==> src/rtl/pba_consts.svh <==
// Register map, field positions and reset values of the bus adapter.
// Included by the adapter top; holds definitions only.
`ifndef PBA_CONSTS_SVH
`define PBA_CONSTS_SVH

// Register indices; byte address is four times the index
`define PBA_IDX_CTL      18'h09000
`define PBA_IDX_VEC      18'h09002
`define PBA_IDX_STAT     18'h09004
`define PBA_IDX_RDDAT    18'h09006
`define PBA_IDX_PADDR    18'h09008
`define PBA_IDX_PWRITE   18'h0900A
`define PBA_IDX_PREAD    18'h0900C
`define PBA_IDX_ISTAT    18'h0900E
`define PBA_IDX_IMASK    18'h09010
`define PBA_IDX_SADDR    18'h09012

// Control field positions
`define PBA_CTL_BYTE     0
`define PBA_CTL_BRM_LO   1
`define PBA_CTL_BRM_HI   4
`define PBA_CTL_NPRM     5
`define PBA_CTL_IRQEN    6
`define PBA_CTL_NINIT    7
`define PBA_CTL_NTEST    11
`define PBA_CTL_RESET    16'h00BE
`define PBA_CTL_ENABLE   16'h3FC0

// Status field positions
`define PBA_ST_DONE      10
`define PBA_ST_IPEND     7

// Interrupt status bits
`define PBA_IS_DONE      0
`define PBA_IS_PINT      1
`define PBA_IS_ATTN      2

// Host command codes (values arbitrary, set at integration)
`define PBA_CMD_SETADDR  8'h21
`define PBA_CMD_SENSE    8'h04

`define PBA_RESP_OKAY    2'h0
`define PBA_RESP_SLVERR  2'h2

`endif

==> src/rtl/pba_pkg.sv <==
// Types shared by the bus adapter and its bench.
// Assumes pba_consts.svh for field values.
package pba_pkg;

    typedef struct packed {
        logic [17:0] addr;
        logic [15:0] wdata;
        logic        wr;
        logic        rd;
    } pba_cycle_t;

    typedef struct packed {
        logic chan_end;
        logic dev_end;
        logic attention;
    } pba_host_stat_t;

    typedef enum logic [1:0] {
        ST_IDLE,
        ST_CYCLE,
        ST_RELEASE
    } pba_state_t;

endpackage

==> src/rtl/pba_adapter.sv <==
// Parallel bus adapter: control, status, interrupt vector, register cycles
// and host start-address / sense command handling.
// Assumes one clock; peripheral inputs are asynchronous and synchronised.
//
// How it works
// - Set-address command loads four-byte start address
// - Start address held until next set-address
// - Report channel/device end; attention on peripheral activity
// - Sense command returns held sense byte
// - Control register is sixteen bits, write-only
// - Status register read-only, shows adapter state
// - Bit 15 most significant, bit 0 least
// - Pending interrupt blocks other bus operations
// - Vector read returns vector, clears interrupt
// - Control mask bits suppress levels four-seven
// - Software requests peripheral register reads/writes
// - Enable value allows interrupts, non-processor, bus requests
// - Enable value releases bus reset, self-test
// - Reset leaves interrupts off, levels masked
// - Done bit sets on finish, data read clears
// - Control bit 7 zero drives initialize line
// - Control bits 1-4 mask request levels
// - Control bit 0 selects byte transfers
//
// The AXI4-Lite interface to the registers was chosen for this implementation.
`timescale 1ns/1ns
`include "pba_consts.svh"

module pba_adapter (
    input  wire logic                    clk,
    input  wire logic                    rst,
    // AXI4-Lite slave
    input  wire logic [19:0]             s_axi_awaddr,
    input  wire logic                    s_axi_awvalid,
    output logic                         s_axi_awready,
    input  wire logic [31:0]             s_axi_wdata,
    input  wire logic [3:0]              s_axi_wstrb,
    input  wire logic                    s_axi_wvalid,
    output logic                         s_axi_wready,
    output logic [1:0]                   s_axi_bresp,
    output logic                         s_axi_bvalid,
    input  wire logic                    s_axi_bready,
    input  wire logic [19:0]             s_axi_araddr,
    input  wire logic                    s_axi_arvalid,
    output logic                         s_axi_arready,
    output logic [31:0]                  s_axi_rdata,
    output logic [1:0]                   s_axi_rresp,
    output logic                         s_axi_rvalid,
    input  wire logic                    s_axi_rready,
    output logic                         irq,
    // Host channel command port
    input  wire logic                    host_cmd_valid,
    input  wire logic [7:0]              host_cmd_code,
    input  wire logic [31:0]             host_cmd_data,
    output logic                         host_resp_valid,
    output pba_pkg::pba_host_stat_t      host_stat,
    output logic [7:0]                   host_sense,
    output logic [31:0]                  xfer_start_addr,
    // Parallel bus side
    output pba_pkg::pba_cycle_t          pb_cycle,
    output logic                         pb_req,
    input  wire logic                    pb_ack,
    input  wire logic [15:0]             pb_rdata,
    input  wire logic                    interrupt_request_line,
    input  wire logic [15:0]             pb_vector,
    output logic                         pb_int_clear,
    input  wire logic [3:0]              bus_request_level,
    output logic [3:0]                   bus_request_pass,
    input  wire logic                    non_processor_request,
    output logic                         non_processor_grant,
    output logic                         pb_init,
    output logic                         pb_self_test,
    output logic                         pb_byte_xfer,
    output logic [2:0]                   pb_mode
);
    import pba_pkg::*;

    function automatic logic [17:0] reg_index(input logic [19:0] a);
        reg_index = a[19:2];
    endfunction

    // Synchronisers for asynchronous bus inputs
    logic [38:0] sync1_q;
    logic [38:0] sync2_q;
    logic        ack_s;
    logic        ireq_s;
    logic        nreq_s;
    logic [3:0]  br_s;
    logic [15:0] rdat_s;
    logic [15:0] pvec_s;

    // Data words ride with their strobes so both arrive on the same edge
    always_ff @(posedge clk or posedge rst) begin
        if (rst) begin
            sync1_q <= 39'h00;
            sync2_q <= 39'h00;
        end else begin
            sync1_q <= {pb_ack, interrupt_request_line,
                        non_processor_request, bus_request_level,
                        pb_rdata, pb_vector};
            sync2_q <= sync1_q;
        end
    end
    assign {ack_s, ireq_s, nreq_s, br_s, rdat_s, pvec_s} = sync2_q;

    // AXI write channel: address and data are taken together
    logic        wr_fire;
    logic [17:0] wr_idx;
    logic        wr_hit;

    assign s_axi_awready = s_axi_awvalid && s_axi_wvalid && !s_axi_bvalid;
    assign s_axi_wready  = s_axi_awready;
    assign wr_fire       = s_axi_awready;
    assign wr_idx        = reg_index(s_axi_awaddr);
    assign wr_hit = (wr_idx == `PBA_IDX_CTL)   || (wr_idx == `PBA_IDX_PADDR)
                 || (wr_idx == `PBA_IDX_PWRITE) || (wr_idx == `PBA_IDX_PREAD)
                 || (wr_idx == `PBA_IDX_ISTAT)  || (wr_idx == `PBA_IDX_IMASK);

    always_ff @(posedge clk or posedge rst) begin
        if (rst) begin
            s_axi_bvalid <= 1'b0;
            s_axi_bresp  <= `PBA_RESP_OKAY;
        end else if (wr_fire) begin
            s_axi_bvalid <= 1'b1;
            s_axi_bresp  <= wr_hit ? `PBA_RESP_OKAY : `PBA_RESP_SLVERR;
        end else if (s_axi_bready) begin
            s_axi_bvalid <= 1'b0;
        end
    end

    logic we_ctl;
    logic we_paddr;
    logic we_pwrite;
    logic we_pread;
    logic we_istat;
    logic we_imask;
    logic lo_en;
    logic hi_en;

    assign lo_en     = s_axi_wstrb[0];
    assign hi_en     = s_axi_wstrb[1];
    assign we_ctl    = wr_fire && wr_idx == `PBA_IDX_CTL;
    assign we_paddr  = wr_fire && wr_idx == `PBA_IDX_PADDR;
    assign we_pwrite = wr_fire && wr_idx == `PBA_IDX_PWRITE;
    assign we_pread  = wr_fire && wr_idx == `PBA_IDX_PREAD;
    assign we_istat  = wr_fire && wr_idx == `PBA_IDX_ISTAT && lo_en;
    assign we_imask  = wr_fire && wr_idx == `PBA_IDX_IMASK && lo_en;

    // Control register, 16 bits, bit 15 MSB
    logic [15:0] ctl_q;

    always_ff @(posedge clk or posedge rst) begin
        if (rst) begin
            ctl_q <= `PBA_CTL_RESET;
        end else if (we_ctl) begin
            if (lo_en) begin
                ctl_q[7:0] <= s_axi_wdata[7:0];
            end
            if (hi_en) begin
                ctl_q[15:8] <= s_axi_wdata[15:8];
            end
        end
    end

    logic [3:0] br_mask;
    assign br_mask          = ctl_q[`PBA_CTL_BRM_HI:`PBA_CTL_BRM_LO];
    assign pb_init          = !ctl_q[`PBA_CTL_NINIT];
    assign pb_self_test     = !ctl_q[`PBA_CTL_NTEST];
    assign pb_byte_xfer     = ctl_q[`PBA_CTL_BYTE];
    assign pb_mode          = ctl_q[10:8];
    assign bus_request_pass = br_s & ~br_mask;

    // Interrupt from the parallel bus
    logic        qual_now;
    logic        qual_q;
    logic        int_pend_q;
    logic [15:0] vec_q;
    logic        int_clear_q;
    logic        rd_vec;

    assign qual_now = ireq_s && (|bus_request_pass) && !pb_init;

    always_ff @(posedge clk or posedge rst) begin
        if (rst) begin
            qual_q     <= 1'b0;
            int_pend_q <= 1'b0;
            vec_q      <= 16'h0000;
        end else begin
            qual_q <= qual_now;
            if (qual_now && !qual_q) begin
                int_pend_q <= 1'b1;
                vec_q      <= pvec_s;
            end else if (rd_vec || pb_init) begin
                int_pend_q <= 1'b0;
            end
        end
    end

    always_ff @(posedge clk or posedge rst) begin
        if (rst) begin
            int_clear_q <= 1'b0;
        end else if (rd_vec && int_pend_q) begin
            int_clear_q <= 1'b1;
        end else if (!ireq_s) begin
            int_clear_q <= 1'b0;
        end
    end
    assign pb_int_clear = int_clear_q;

    assign non_processor_grant = nreq_s && !ctl_q[`PBA_CTL_NPRM]
                              && !int_pend_q && !pb_init;

    // Peripheral register cycle engine
    pba_state_t  state_q;
    logic [17:0] paddr_q;
    logic [15:0] pwdata_q;
    logic        op_wr_q;
    logic        op_want_q;
    logic [15:0] rddat_q;
    logic        done_q;
    logic        done_set;
    logic        rd_rddat;

    always_ff @(posedge clk or posedge rst) begin
        if (rst) begin
            paddr_q  <= 18'h00000;
            pwdata_q <= 16'h0000;
            op_wr_q  <= 1'b0;
        end else begin
            if (we_paddr) begin
                paddr_q <= s_axi_wdata[17:0];
            end
            if (we_pwrite) begin
                pwdata_q <= s_axi_wdata[15:0];
                op_wr_q  <= 1'b1;
            end else if (we_pread) begin
                op_wr_q  <= 1'b0;
            end
        end
    end

    always_ff @(posedge clk or posedge rst) begin
        if (rst) begin
            op_want_q <= 1'b0;
        end else if (we_pwrite || we_pread) begin
            op_want_q <= 1'b1;
        end else if (state_q == ST_IDLE && !int_pend_q && !pb_init) begin
            op_want_q <= 1'b0;
        end
    end

    always_ff @(posedge clk or posedge rst) begin
        if (rst) begin
            state_q <= ST_IDLE;
        end else begin
            unique case (state_q)
                ST_IDLE: begin
                    if (op_want_q && !int_pend_q && !pb_init) begin
                        state_q <= ST_CYCLE;
                    end
                end
                ST_CYCLE: begin
                    if (ack_s) begin
                        state_q <= ST_RELEASE;
                    end
                end
                ST_RELEASE: begin
                    if (!ack_s) begin
                        state_q <= ST_IDLE;
                    end
                end
            endcase
        end
    end

    assign pb_req         = state_q == ST_CYCLE;
    assign pb_cycle.addr  = paddr_q;
    assign pb_cycle.wdata = pwdata_q;
    assign pb_cycle.wr    = op_wr_q;
    assign pb_cycle.rd    = !op_wr_q;
    assign done_set       = state_q == ST_CYCLE && ack_s;

    always_ff @(posedge clk or posedge rst) begin
        if (rst) begin
            rddat_q <= 16'h0000;
        end else if (done_set && !op_wr_q) begin
            rddat_q <= rdat_s;
        end
    end

    always_ff @(posedge clk or posedge rst) begin
        if (rst) begin
            done_q <= 1'b0;
        end else if (done_set) begin
            done_q <= 1'b1;
        end else if (rd_rddat) begin
            done_q <= 1'b0;
        end
    end

    // Host channel commands
    logic [31:0] saddr_q;
    logic        attn_q;
    logic        resp_q;
    logic [7:0]  sense_q;
    logic        is_sense;

    assign is_sense = host_cmd_valid && host_cmd_code == `PBA_CMD_SENSE;

    always_ff @(posedge clk or posedge rst) begin
        if (rst) begin
            saddr_q <= 32'h00000000;
        end else if (host_cmd_valid
                     && host_cmd_code == `PBA_CMD_SETADDR) begin
            saddr_q <= host_cmd_data;
        end
    end
    assign xfer_start_addr = saddr_q;

    always_ff @(posedge clk or posedge rst) begin
        if (rst) begin
            attn_q <= 1'b0;
        end else if (qual_now && !qual_q) begin
            attn_q <= 1'b1;
        end else if (is_sense) begin
            attn_q <= 1'b0;
        end
    end

    always_ff @(posedge clk or posedge rst) begin
        if (rst) begin
            resp_q     <= 1'b0;
            sense_q    <= 8'h00;
            host_sense <= 8'h00;
        end else begin
            resp_q  <= host_cmd_valid;
            sense_q <= {4'h0, pb_init, int_pend_q, done_q, attn_q};
            if (is_sense) begin
                host_sense <= sense_q;
            end
        end
    end
    assign host_resp_valid     = resp_q;
    assign host_stat.chan_end  = resp_q;
    assign host_stat.dev_end   = resp_q;
    assign host_stat.attention = attn_q;

    // Local interrupt status and mask
    logic [2:0] istat_q;
    logic [2:0] imask_q;
    logic [2:0] ev;

    assign ev = {qual_now && !qual_q && !attn_q,
                 qual_now && !qual_q && ctl_q[`PBA_CTL_IRQEN],
                 done_set};

    always_ff @(posedge clk or posedge rst) begin
        if (rst) begin
            istat_q <= 3'h0;
            imask_q <= 3'h0;
        end else begin
            istat_q <= ev | (istat_q & ~(we_istat ? s_axi_wdata[2:0] : 3'h0));
            if (we_imask) begin
                imask_q <= s_axi_wdata[2:0];
            end
        end
    end
    assign irq = |(istat_q & imask_q);

    // AXI read channel
    logic [17:0] rd_idx;
    logic        rd_fire;
    logic [15:0] stat_word;

    assign s_axi_arready = !s_axi_rvalid;
    assign rd_fire       = s_axi_arvalid && s_axi_arready;
    assign rd_idx        = reg_index(s_axi_araddr);
    assign rd_vec        = rd_fire && rd_idx == `PBA_IDX_VEC;
    assign rd_rddat      = rd_fire && rd_idx == `PBA_IDX_RDDAT;
    assign stat_word     = {5'h00, done_q, 2'h0, int_pend_q,
                            ctl_q[6:0]};

    always_ff @(posedge clk or posedge rst) begin
        if (rst) begin
            s_axi_rvalid <= 1'b0;
            s_axi_rdata  <= 32'h00000000;
            s_axi_rresp  <= `PBA_RESP_OKAY;
        end else if (rd_fire) begin
            s_axi_rvalid <= 1'b1;
            s_axi_rresp  <= `PBA_RESP_OKAY;
            unique case (rd_idx)
                `PBA_IDX_CTL:   s_axi_rdata <= 32'h00000000;
                `PBA_IDX_VEC:   s_axi_rdata <= {16'h0000, vec_q};
                `PBA_IDX_STAT:  s_axi_rdata <= {16'h0000, stat_word};
                `PBA_IDX_RDDAT: s_axi_rdata <= {16'h0000, rddat_q};
                `PBA_IDX_ISTAT: s_axi_rdata <= {29'h0, istat_q};
                `PBA_IDX_IMASK: s_axi_rdata <= {29'h0, imask_q};
                `PBA_IDX_SADDR: s_axi_rdata <= saddr_q;
                default: begin
                    s_axi_rdata <= 32'h00000000;
                    s_axi_rresp <= `PBA_RESP_SLVERR;
                end
            endcase
        end else if (s_axi_rready) begin
            s_axi_rvalid <= 1'b0;
        end
    end

    // Checks
    blocked_op_a: assert property (@(posedge clk) disable iff (rst)
        int_pend_q && state_q == ST_IDLE |=> state_q == ST_IDLE)
        else $error("bus cycle began while interrupt pending");

    vec_clear_a: assert property (@(posedge clk) disable iff (rst)
        rd_vec && int_pend_q && !(qual_now && !qual_q)
        |=> !int_pend_q && pb_int_clear)
        else $error("vector read did not clear interrupt");

    done_set_a: assert property (@(posedge clk) disable iff (rst)
        state_q == ST_CYCLE && ack_s |=> done_q && state_q == ST_RELEASE)
        else $error("done flag not set on completion");

    done_clr_a: assert property (@(posedge clk) disable iff (rst)
        rd_rddat && !done_set |=> !done_q)
        else $error("data read did not clear done");

    init_line_a: assert property (@(posedge clk) disable iff (rst)
        we_ctl && lo_en |=> pb_init == !$past(s_axi_wdata[7]))
        else $error("initialize line wrong after control write");

    br_mask_a: assert property (@(posedge clk) disable iff (rst)
        ((bus_request_pass & ctl_q[4:1]) == 4'h0))
        else $error("masked request level passed");

    enable_val_a: assert property (@(posedge clk) disable iff (rst)
        we_ctl && lo_en && hi_en && s_axi_wdata[15:0] == `PBA_CTL_ENABLE
        |=> !pb_init && !pb_self_test && ctl_q[6] && br_mask == 4'h0)
        else $error("enable value did not open interface");

    saddr_hold_a: assert property (@(posedge clk) disable iff (rst)
        !(host_cmd_valid && host_cmd_code == `PBA_CMD_SETADDR)
        |=> $stable(xfer_start_addr))
        else $error("start address changed without command");

    resp_ce_a: assert property (@(posedge clk) disable iff (rst)
        host_cmd_valid |=> host_resp_valid && host_stat.chan_end
                           && host_stat.dev_end)
        else $error("command not ended with channel/device end");

    sense_a: assert property (@(posedge clk) disable iff (rst)
        is_sense && !(qual_now && !qual_q)
        |=> host_sense == $past(sense_q) && !attn_q)
        else $error("sense did not return held sense");

    byte_mode_a: assert property (@(posedge clk) disable iff (rst)
        we_ctl && lo_en |=> pb_byte_xfer == $past(s_axi_wdata[0]))
        else $error("byte transfer select wrong");

endmodule // pba_adapter

==> config.mk <==
export PLATFORM = sky130hd
export DESIGN_NAME = pba_adapter
export DESIGN_NICKNAME = d
export VERILOG_FILES = /design/src/rtl/pba_pkg.sv /design/src/rtl/pba_adapter.sv
export VERILOG_INCLUDE_DIRS = /design/src /design/src/rtl
export SDC_FILE = /design/constraint.sdc
export NUM_CORES = 1
export LEC_CHECK = 0
export ABC_AREA = 1
export BUFFER_PORTS_ARGS = -buffer_cell sky130_fd_sc_hd__buf_2
export CAP_MARGIN = 20
export CORE_MARGIN = 4
export CORE_UTILIZATION = 50
export CTS_CLUSTER_DIAMETER = 40
export DETAILED_ROUTE_END_ITERATION = 10
export GPL_TIMING_DRIVEN = 0
export PLACE_DENSITY = 0.78
export SYNTH_ARGS = -nofsm -noshare
export SYNTH_HDL_FRONTEND = slang
export SYNTH_SLANG_ARGS = --single-unit
==> constraint.sdc <==
create_clock -name clk -period 10.15 [get_ports clk]
set_input_delay 0.5075 -clock clk [delete_from_list [all_inputs] [get_ports clk]]
set_output_delay 0.5075 -clock clk [all_outputs]
set_load 0.02 [all_outputs]
; Word level (Yosys, flattened, before mapping)
; Index checks and enable logic that the tools add are counted.
[op_classes]
eq_ne = 21
n_mux = 24
reduce_logical = 60
bitwise = 6
[ops]
columns = operator, count
row1 = "18-bit by 16-bit == test with 1-bit output, second input constant", 13
row2 = 32-bit case mux with 6 select lines, 1
row3 = 1-bit logical AND, 30
row4 = 1-bit 2-to-1 mux, 16
row5 = 2-bit nonzero test, 7
row6 = 2-bit 2-to-1 mux, 5
row7 = 1-bit logical NOT, 9
row8 = "8-bit by 3-bit == test with 1-bit output, second input constant", 1
row9 = "8-bit by 6-bit == test with 1-bit output, second input constant", 1
row10 = 1-bit logical OR, 7
row11 = 7-bit OR reduction, 1
row12 = 3-bit bitwise AND, 2
row13 = "2-bit by 1-bit != test with 1-bit output, second input constant", 3
row14 = 2-bit case mux with 3 select lines, 1
row15 = 4-bit bitwise AND, 1
row16 = 4-bit inverter, 1
row17 = 2-bit AND reduction, 2
row18 = 4-bit OR reduction, 1
row19 = 3-bit 2-to-1 mux, 1
row20 = 3-bit inverter, 1
row21 = 3-bit OR, 1
row22 = 3-bit AND reduction, 1
row23 = 3-bit OR reduction, 1
row24 = "2-bit by 1-bit == test with 1-bit output, second input constant", 1
row25 = 3 further kinds, 3
[totals]
out_inout_bits = 135
regBits = 250
wordCells = 138

; Longest topological paths before layout
[depth]
ltp_word = 8
mapped_depth = 11
mapped_depth_nobuf = 9

; Worst setup path before layout
; No wires, ideal clock.
[synth_path]
path_kind = flip-flop to output port
from = register s_axi_bvalid
to = output s_axi_wready
setup_slack_ps = 8503
path_stages_with_launch = 5
t_required_ps = 9643
arrival_time_ps = 1139
path_buffers = 1
cell_sequence = dfrtp_1 inv_1 nand3_1 inv_1 buf_4
[synth_between]
elab_chain_len = 2
[synth_lines]
columns = element, line_no
row1 = start: declaration, pba_adapter.sv:41  ; output logic s_axi_bvalid,
row2 = start signal: assignment, pba_adapter.sv:121  ; s_axi_bvalid <= 1'b0;
row3 = start signal: assignment, pba_adapter.sv:124  ; s_axi_bvalid <= 1'b1;
row4 = start signal: assignment, pba_adapter.sv:127  ; s_axi_bvalid <= 1'b0;
row5 = 1-bit logical NOT, pba_adapter.sv:111  ; assign s_axi_awready = s_axi_awvalid && s_axi_wvalid && !s_axi_bvalid;
row6 = 1-bit logical AND, pba_adapter.sv:111
row7 = end: declaration, pba_adapter.sv:39  ; output logic s_axi_wready,
; Every way passes these cells.

; Worst setup path after layout
; Same ends and word-level chain as after synthesis.

==> results.json <==
{
  "skew_ps": 17.5,
  "die-area_um2": 22200,
  "synth_common_cells": "nand2_1 (280), dfrtp_1 (242), inv_1 (116), nand4_1 (58)",
  "cts_buffers": 34,
  "crit_chain": "inv_1 -> nand3_1 -> inv_1 -> buf_4 -> buf_2",
  "die-height_um": 149,
  "synth_area_leader_cell": "dfrtp_1",
  "syn_inst": 1011,
  "cp_max_fo": 6,
  "drc": 0,
  "worstSetupStartpointType": "flop",
  "drive_gt1_frac": 0.320,
  "drt_iter0_drc": 350,
  "ys_warn_count": 0,
  "synth.area.top_cells": "dfrtp_1 (61%), nand2_1 (11%), inv_1 (4.4%), nand4_1 (3.7%), o21ai_2 (3.0%)",
  "critical_path_class": "flop to output pin",
  "synth.distinct_cells": 35,
  "grt_pass1_wl_mm": 40.7,
  "synth.top_cell.area_share": 0.609,
  "cts_sinks": 248,
  "p_int_w": 0.00192,
  "status": "finished, final reports clean",
  "seqPwrFrac": 0.436,
  "synth_edf_count": 0,
  "postRouteWirelength_mm": 25.8,
  "critPathTopFamily": "buffers and inverters",
  "hp-class": "input port to flop",
  "drt-pass1-iter-count": 5,
  "final.period_utilization": 0.213,
  "antenna_found_initial": 3,
  "clockBufferDepth": 3,
  "clkPwrFrac": 0.475,
  "p_comb_frac": 0.089,
  "dieWidth_um": 149,
  "reg2reg_slack_ps": 8300,
  "syn_area_per_cell_um2": 9.83,
  "grt_pass1_vias": 7936,
  "slowest_delay_ps": 360,
  "yosysMostFrequentCell": "nand2_1",
  "worst_slack_ps": 7990,
  "cap_violations": 0,
  "clkTransAtPathRegs_ps": 60,
  "netlist_area_um2": 9940,
  "core_um2": 19500,
  "cts_resized": 0,
  "io_buffers": 271,
  "grt_setup_unrepaired": "no",
  "hpwl_mm": 18.5,
  "syn2layout_area_growth_pct": 29.3,
  "finalMaxSlewViolations": 0,
  "grt_usage": 0.231,
  "end_kind": "output pin",
  "seq_area_frac_synth": 0.625,
  "worstSkewPairLatency_ps": 500,
  "gp_congestion": 0.901,
  "timing.fmax_mhz": 462,
  "cts_setup_buffers": 0,
  "switching_power_w": 0.000596,
  "crit_slowest_cell": "dfrtp_1",
  "finalSetupTns_ps": 0,
  "cellLeakagePower_nw": 6.94,
  "avgViaCountPerCell": 4.98,
  "start_util": 0.509,
  "htree_levels": 2,
  "ys_ff_latch": 248,
  "worstMarginPinSlew_ps": 819,
  "ys_async_sr_fraction": 1.00,
  "io_pins": 298,
  "num-nets-final": 1490,
  "power.share.switching": 0.237,
  "cts_tree": "yes",
  "wl_per_cell_um": 15.9,
  "p_per_area_nw_per_um2": 196,
  "finalCriticalPeriod_ps": 2160,
  "overflow": 0,
  "cp.required_ps": 9640,
  "num_vias": 8047,
  "path_common_cell": "inv_1",
  "synth_flop_cell": "dfrtp_1",
  "grt_max_degree": 130,
  "cts_root_buf": "clkbuf_16",
  "cts_hold_buf": 0,
  "setup_viol": 0,
  "cp.arrival_ps": 1660,
  "detail-route-antenna-nets": 0,
  "hold_violations": 0,
  "ir_drop_v": 0.000146,
  "rows": 51,
  "path_buf_inv": 4,
  "pre_cts_ws_ps": 8160,
  "relSlewSlack": 0.454
}
[cells by family after synthesis]
group / synth area share
DFF: 0.625
other: 0.000377
buffers and inverters: 0.0761
adders and majority gates: 0.00378
AOI/OAI and AO/OA: 0.0849
and+or+nand+nor: 0.199
muxes: 0.0102
[metrics by stage]
step                instance area (um2)  hold slack [ps]  total power (W)   util  cells
global route                      12800             83.2          0.00263  0.658   1616
CTS                               12800             85.8          0.00254  0.658   1613
global placement                  11600              333          0.00133  0.596   1552
finish                            12900              107          0.00252  0.658   1617
floorplan                          9950              331          0.00124      -   1016
detailed placement                11700              335          0.00133  0.598   1553
[power groups by stage]
stage / sequential, W / combinational (W) / clock, W
4_1_cts: 0.00110 / 0.000226 / 0.00122
5_1_grt: 0.00110 / 0.000251 / 0.00127
2_1_floorplan: 0.00111 / 0.000127 / 0
6_report: 0.00110 / 0.000223 / 0.00120
3_5_place_dp: 0.00111 / 0.000222 / 0
3_3_place_gp: 0.00111 / 0.000214 / 0
[state kept, by name, summed over array words and instances (netlist names), 2 cells and up]
register         cells
ctl_q               12
xfer_start_addr     32
imask_q              3
sense_q              4
istat_q              3
vec_q               16
sync2_q             39
paddr_q             18
host_sense           4
pwdata_q            16
s_axi_rdata         32
state_q              2
sync1_q             39
rddat_q             16
[path summary, 6_finish.rpt]
path,endpoint,cells past startpoint,start
setup / recovery,s_axi_wready,5,s_axi_bvalid$_DFFE_PP0P_
hold / removal,sync1_q[26]$_DFF_PP0_,1,pb_rdata[10]
setup reg to reg,s_axi_rdata[6]$_DFFE_PP0P_,6,s_axi_rvalid$_DFFE_PP0P_
hold reg to reg,sync2_q[30]$_DFF_PP0_,0,sync1_q[30]$_DFF_PP0_
max in group asynchronous,s_axi_rdata[22]$_DFFE_PP0P_,3,rst
min in group asynchronous,sync1_q[4]$_DFF_PP0_,2,rst
[cell type report]
| class | count | area, um2 |
|---|---|---|
| fillers | 1546 | 6680 |
| flip-flops and latches | 248 | 6210 |
| multi-input cells | 599 | 2990 |
| repair buffers | 272 | 1380 |
| clock buffers | 48 | 987 |
| inverters | 117 | 447 |
| well taps | 265 | 332 |
| plain buffers | 52 | 317 |
| clock inverters | 12 | 176 |
| diodes | 4 | 10.0 |
[cells in the final DEF (no fill, tap or decap), types with 10 or more instances in the layout]
| master | Yosys | layout |
|---|---|---|
| nand4_1 | 58 | 58 |
| clkbuf_16 | 0 | 37 |
| o21ai_1 | 25 | 25 |
| inv_1 | 116 | 115 |
| nand2_1 | 280 | 280 |
| buf_4 | 16 | 16 |
| o21ai_0 | 52 | 52 |
| dfrtp_1 | 242 | 242 |
| o21ai_2 | 34 | 34 |
| clkbuf_1 | 12 | 21 |
| nor2_1 | 52 | 52 |
| a21oi_1 | 12 | 12 |
| nand3_1 | 23 | 23 |
| o211ai_1 | 10 | 10 |
| buf_2 | 13 | 284 |
[layer usage]
layer / share of wire / GRT usage
met4: 0.041 / 0.106
met3: 0.060 / 0.0380
met2: 0.49 / 0.382
met1: 0.41 / 0.300
met5: 0 / 0
No activity file was read; power rests on OpenSTA's default activity.
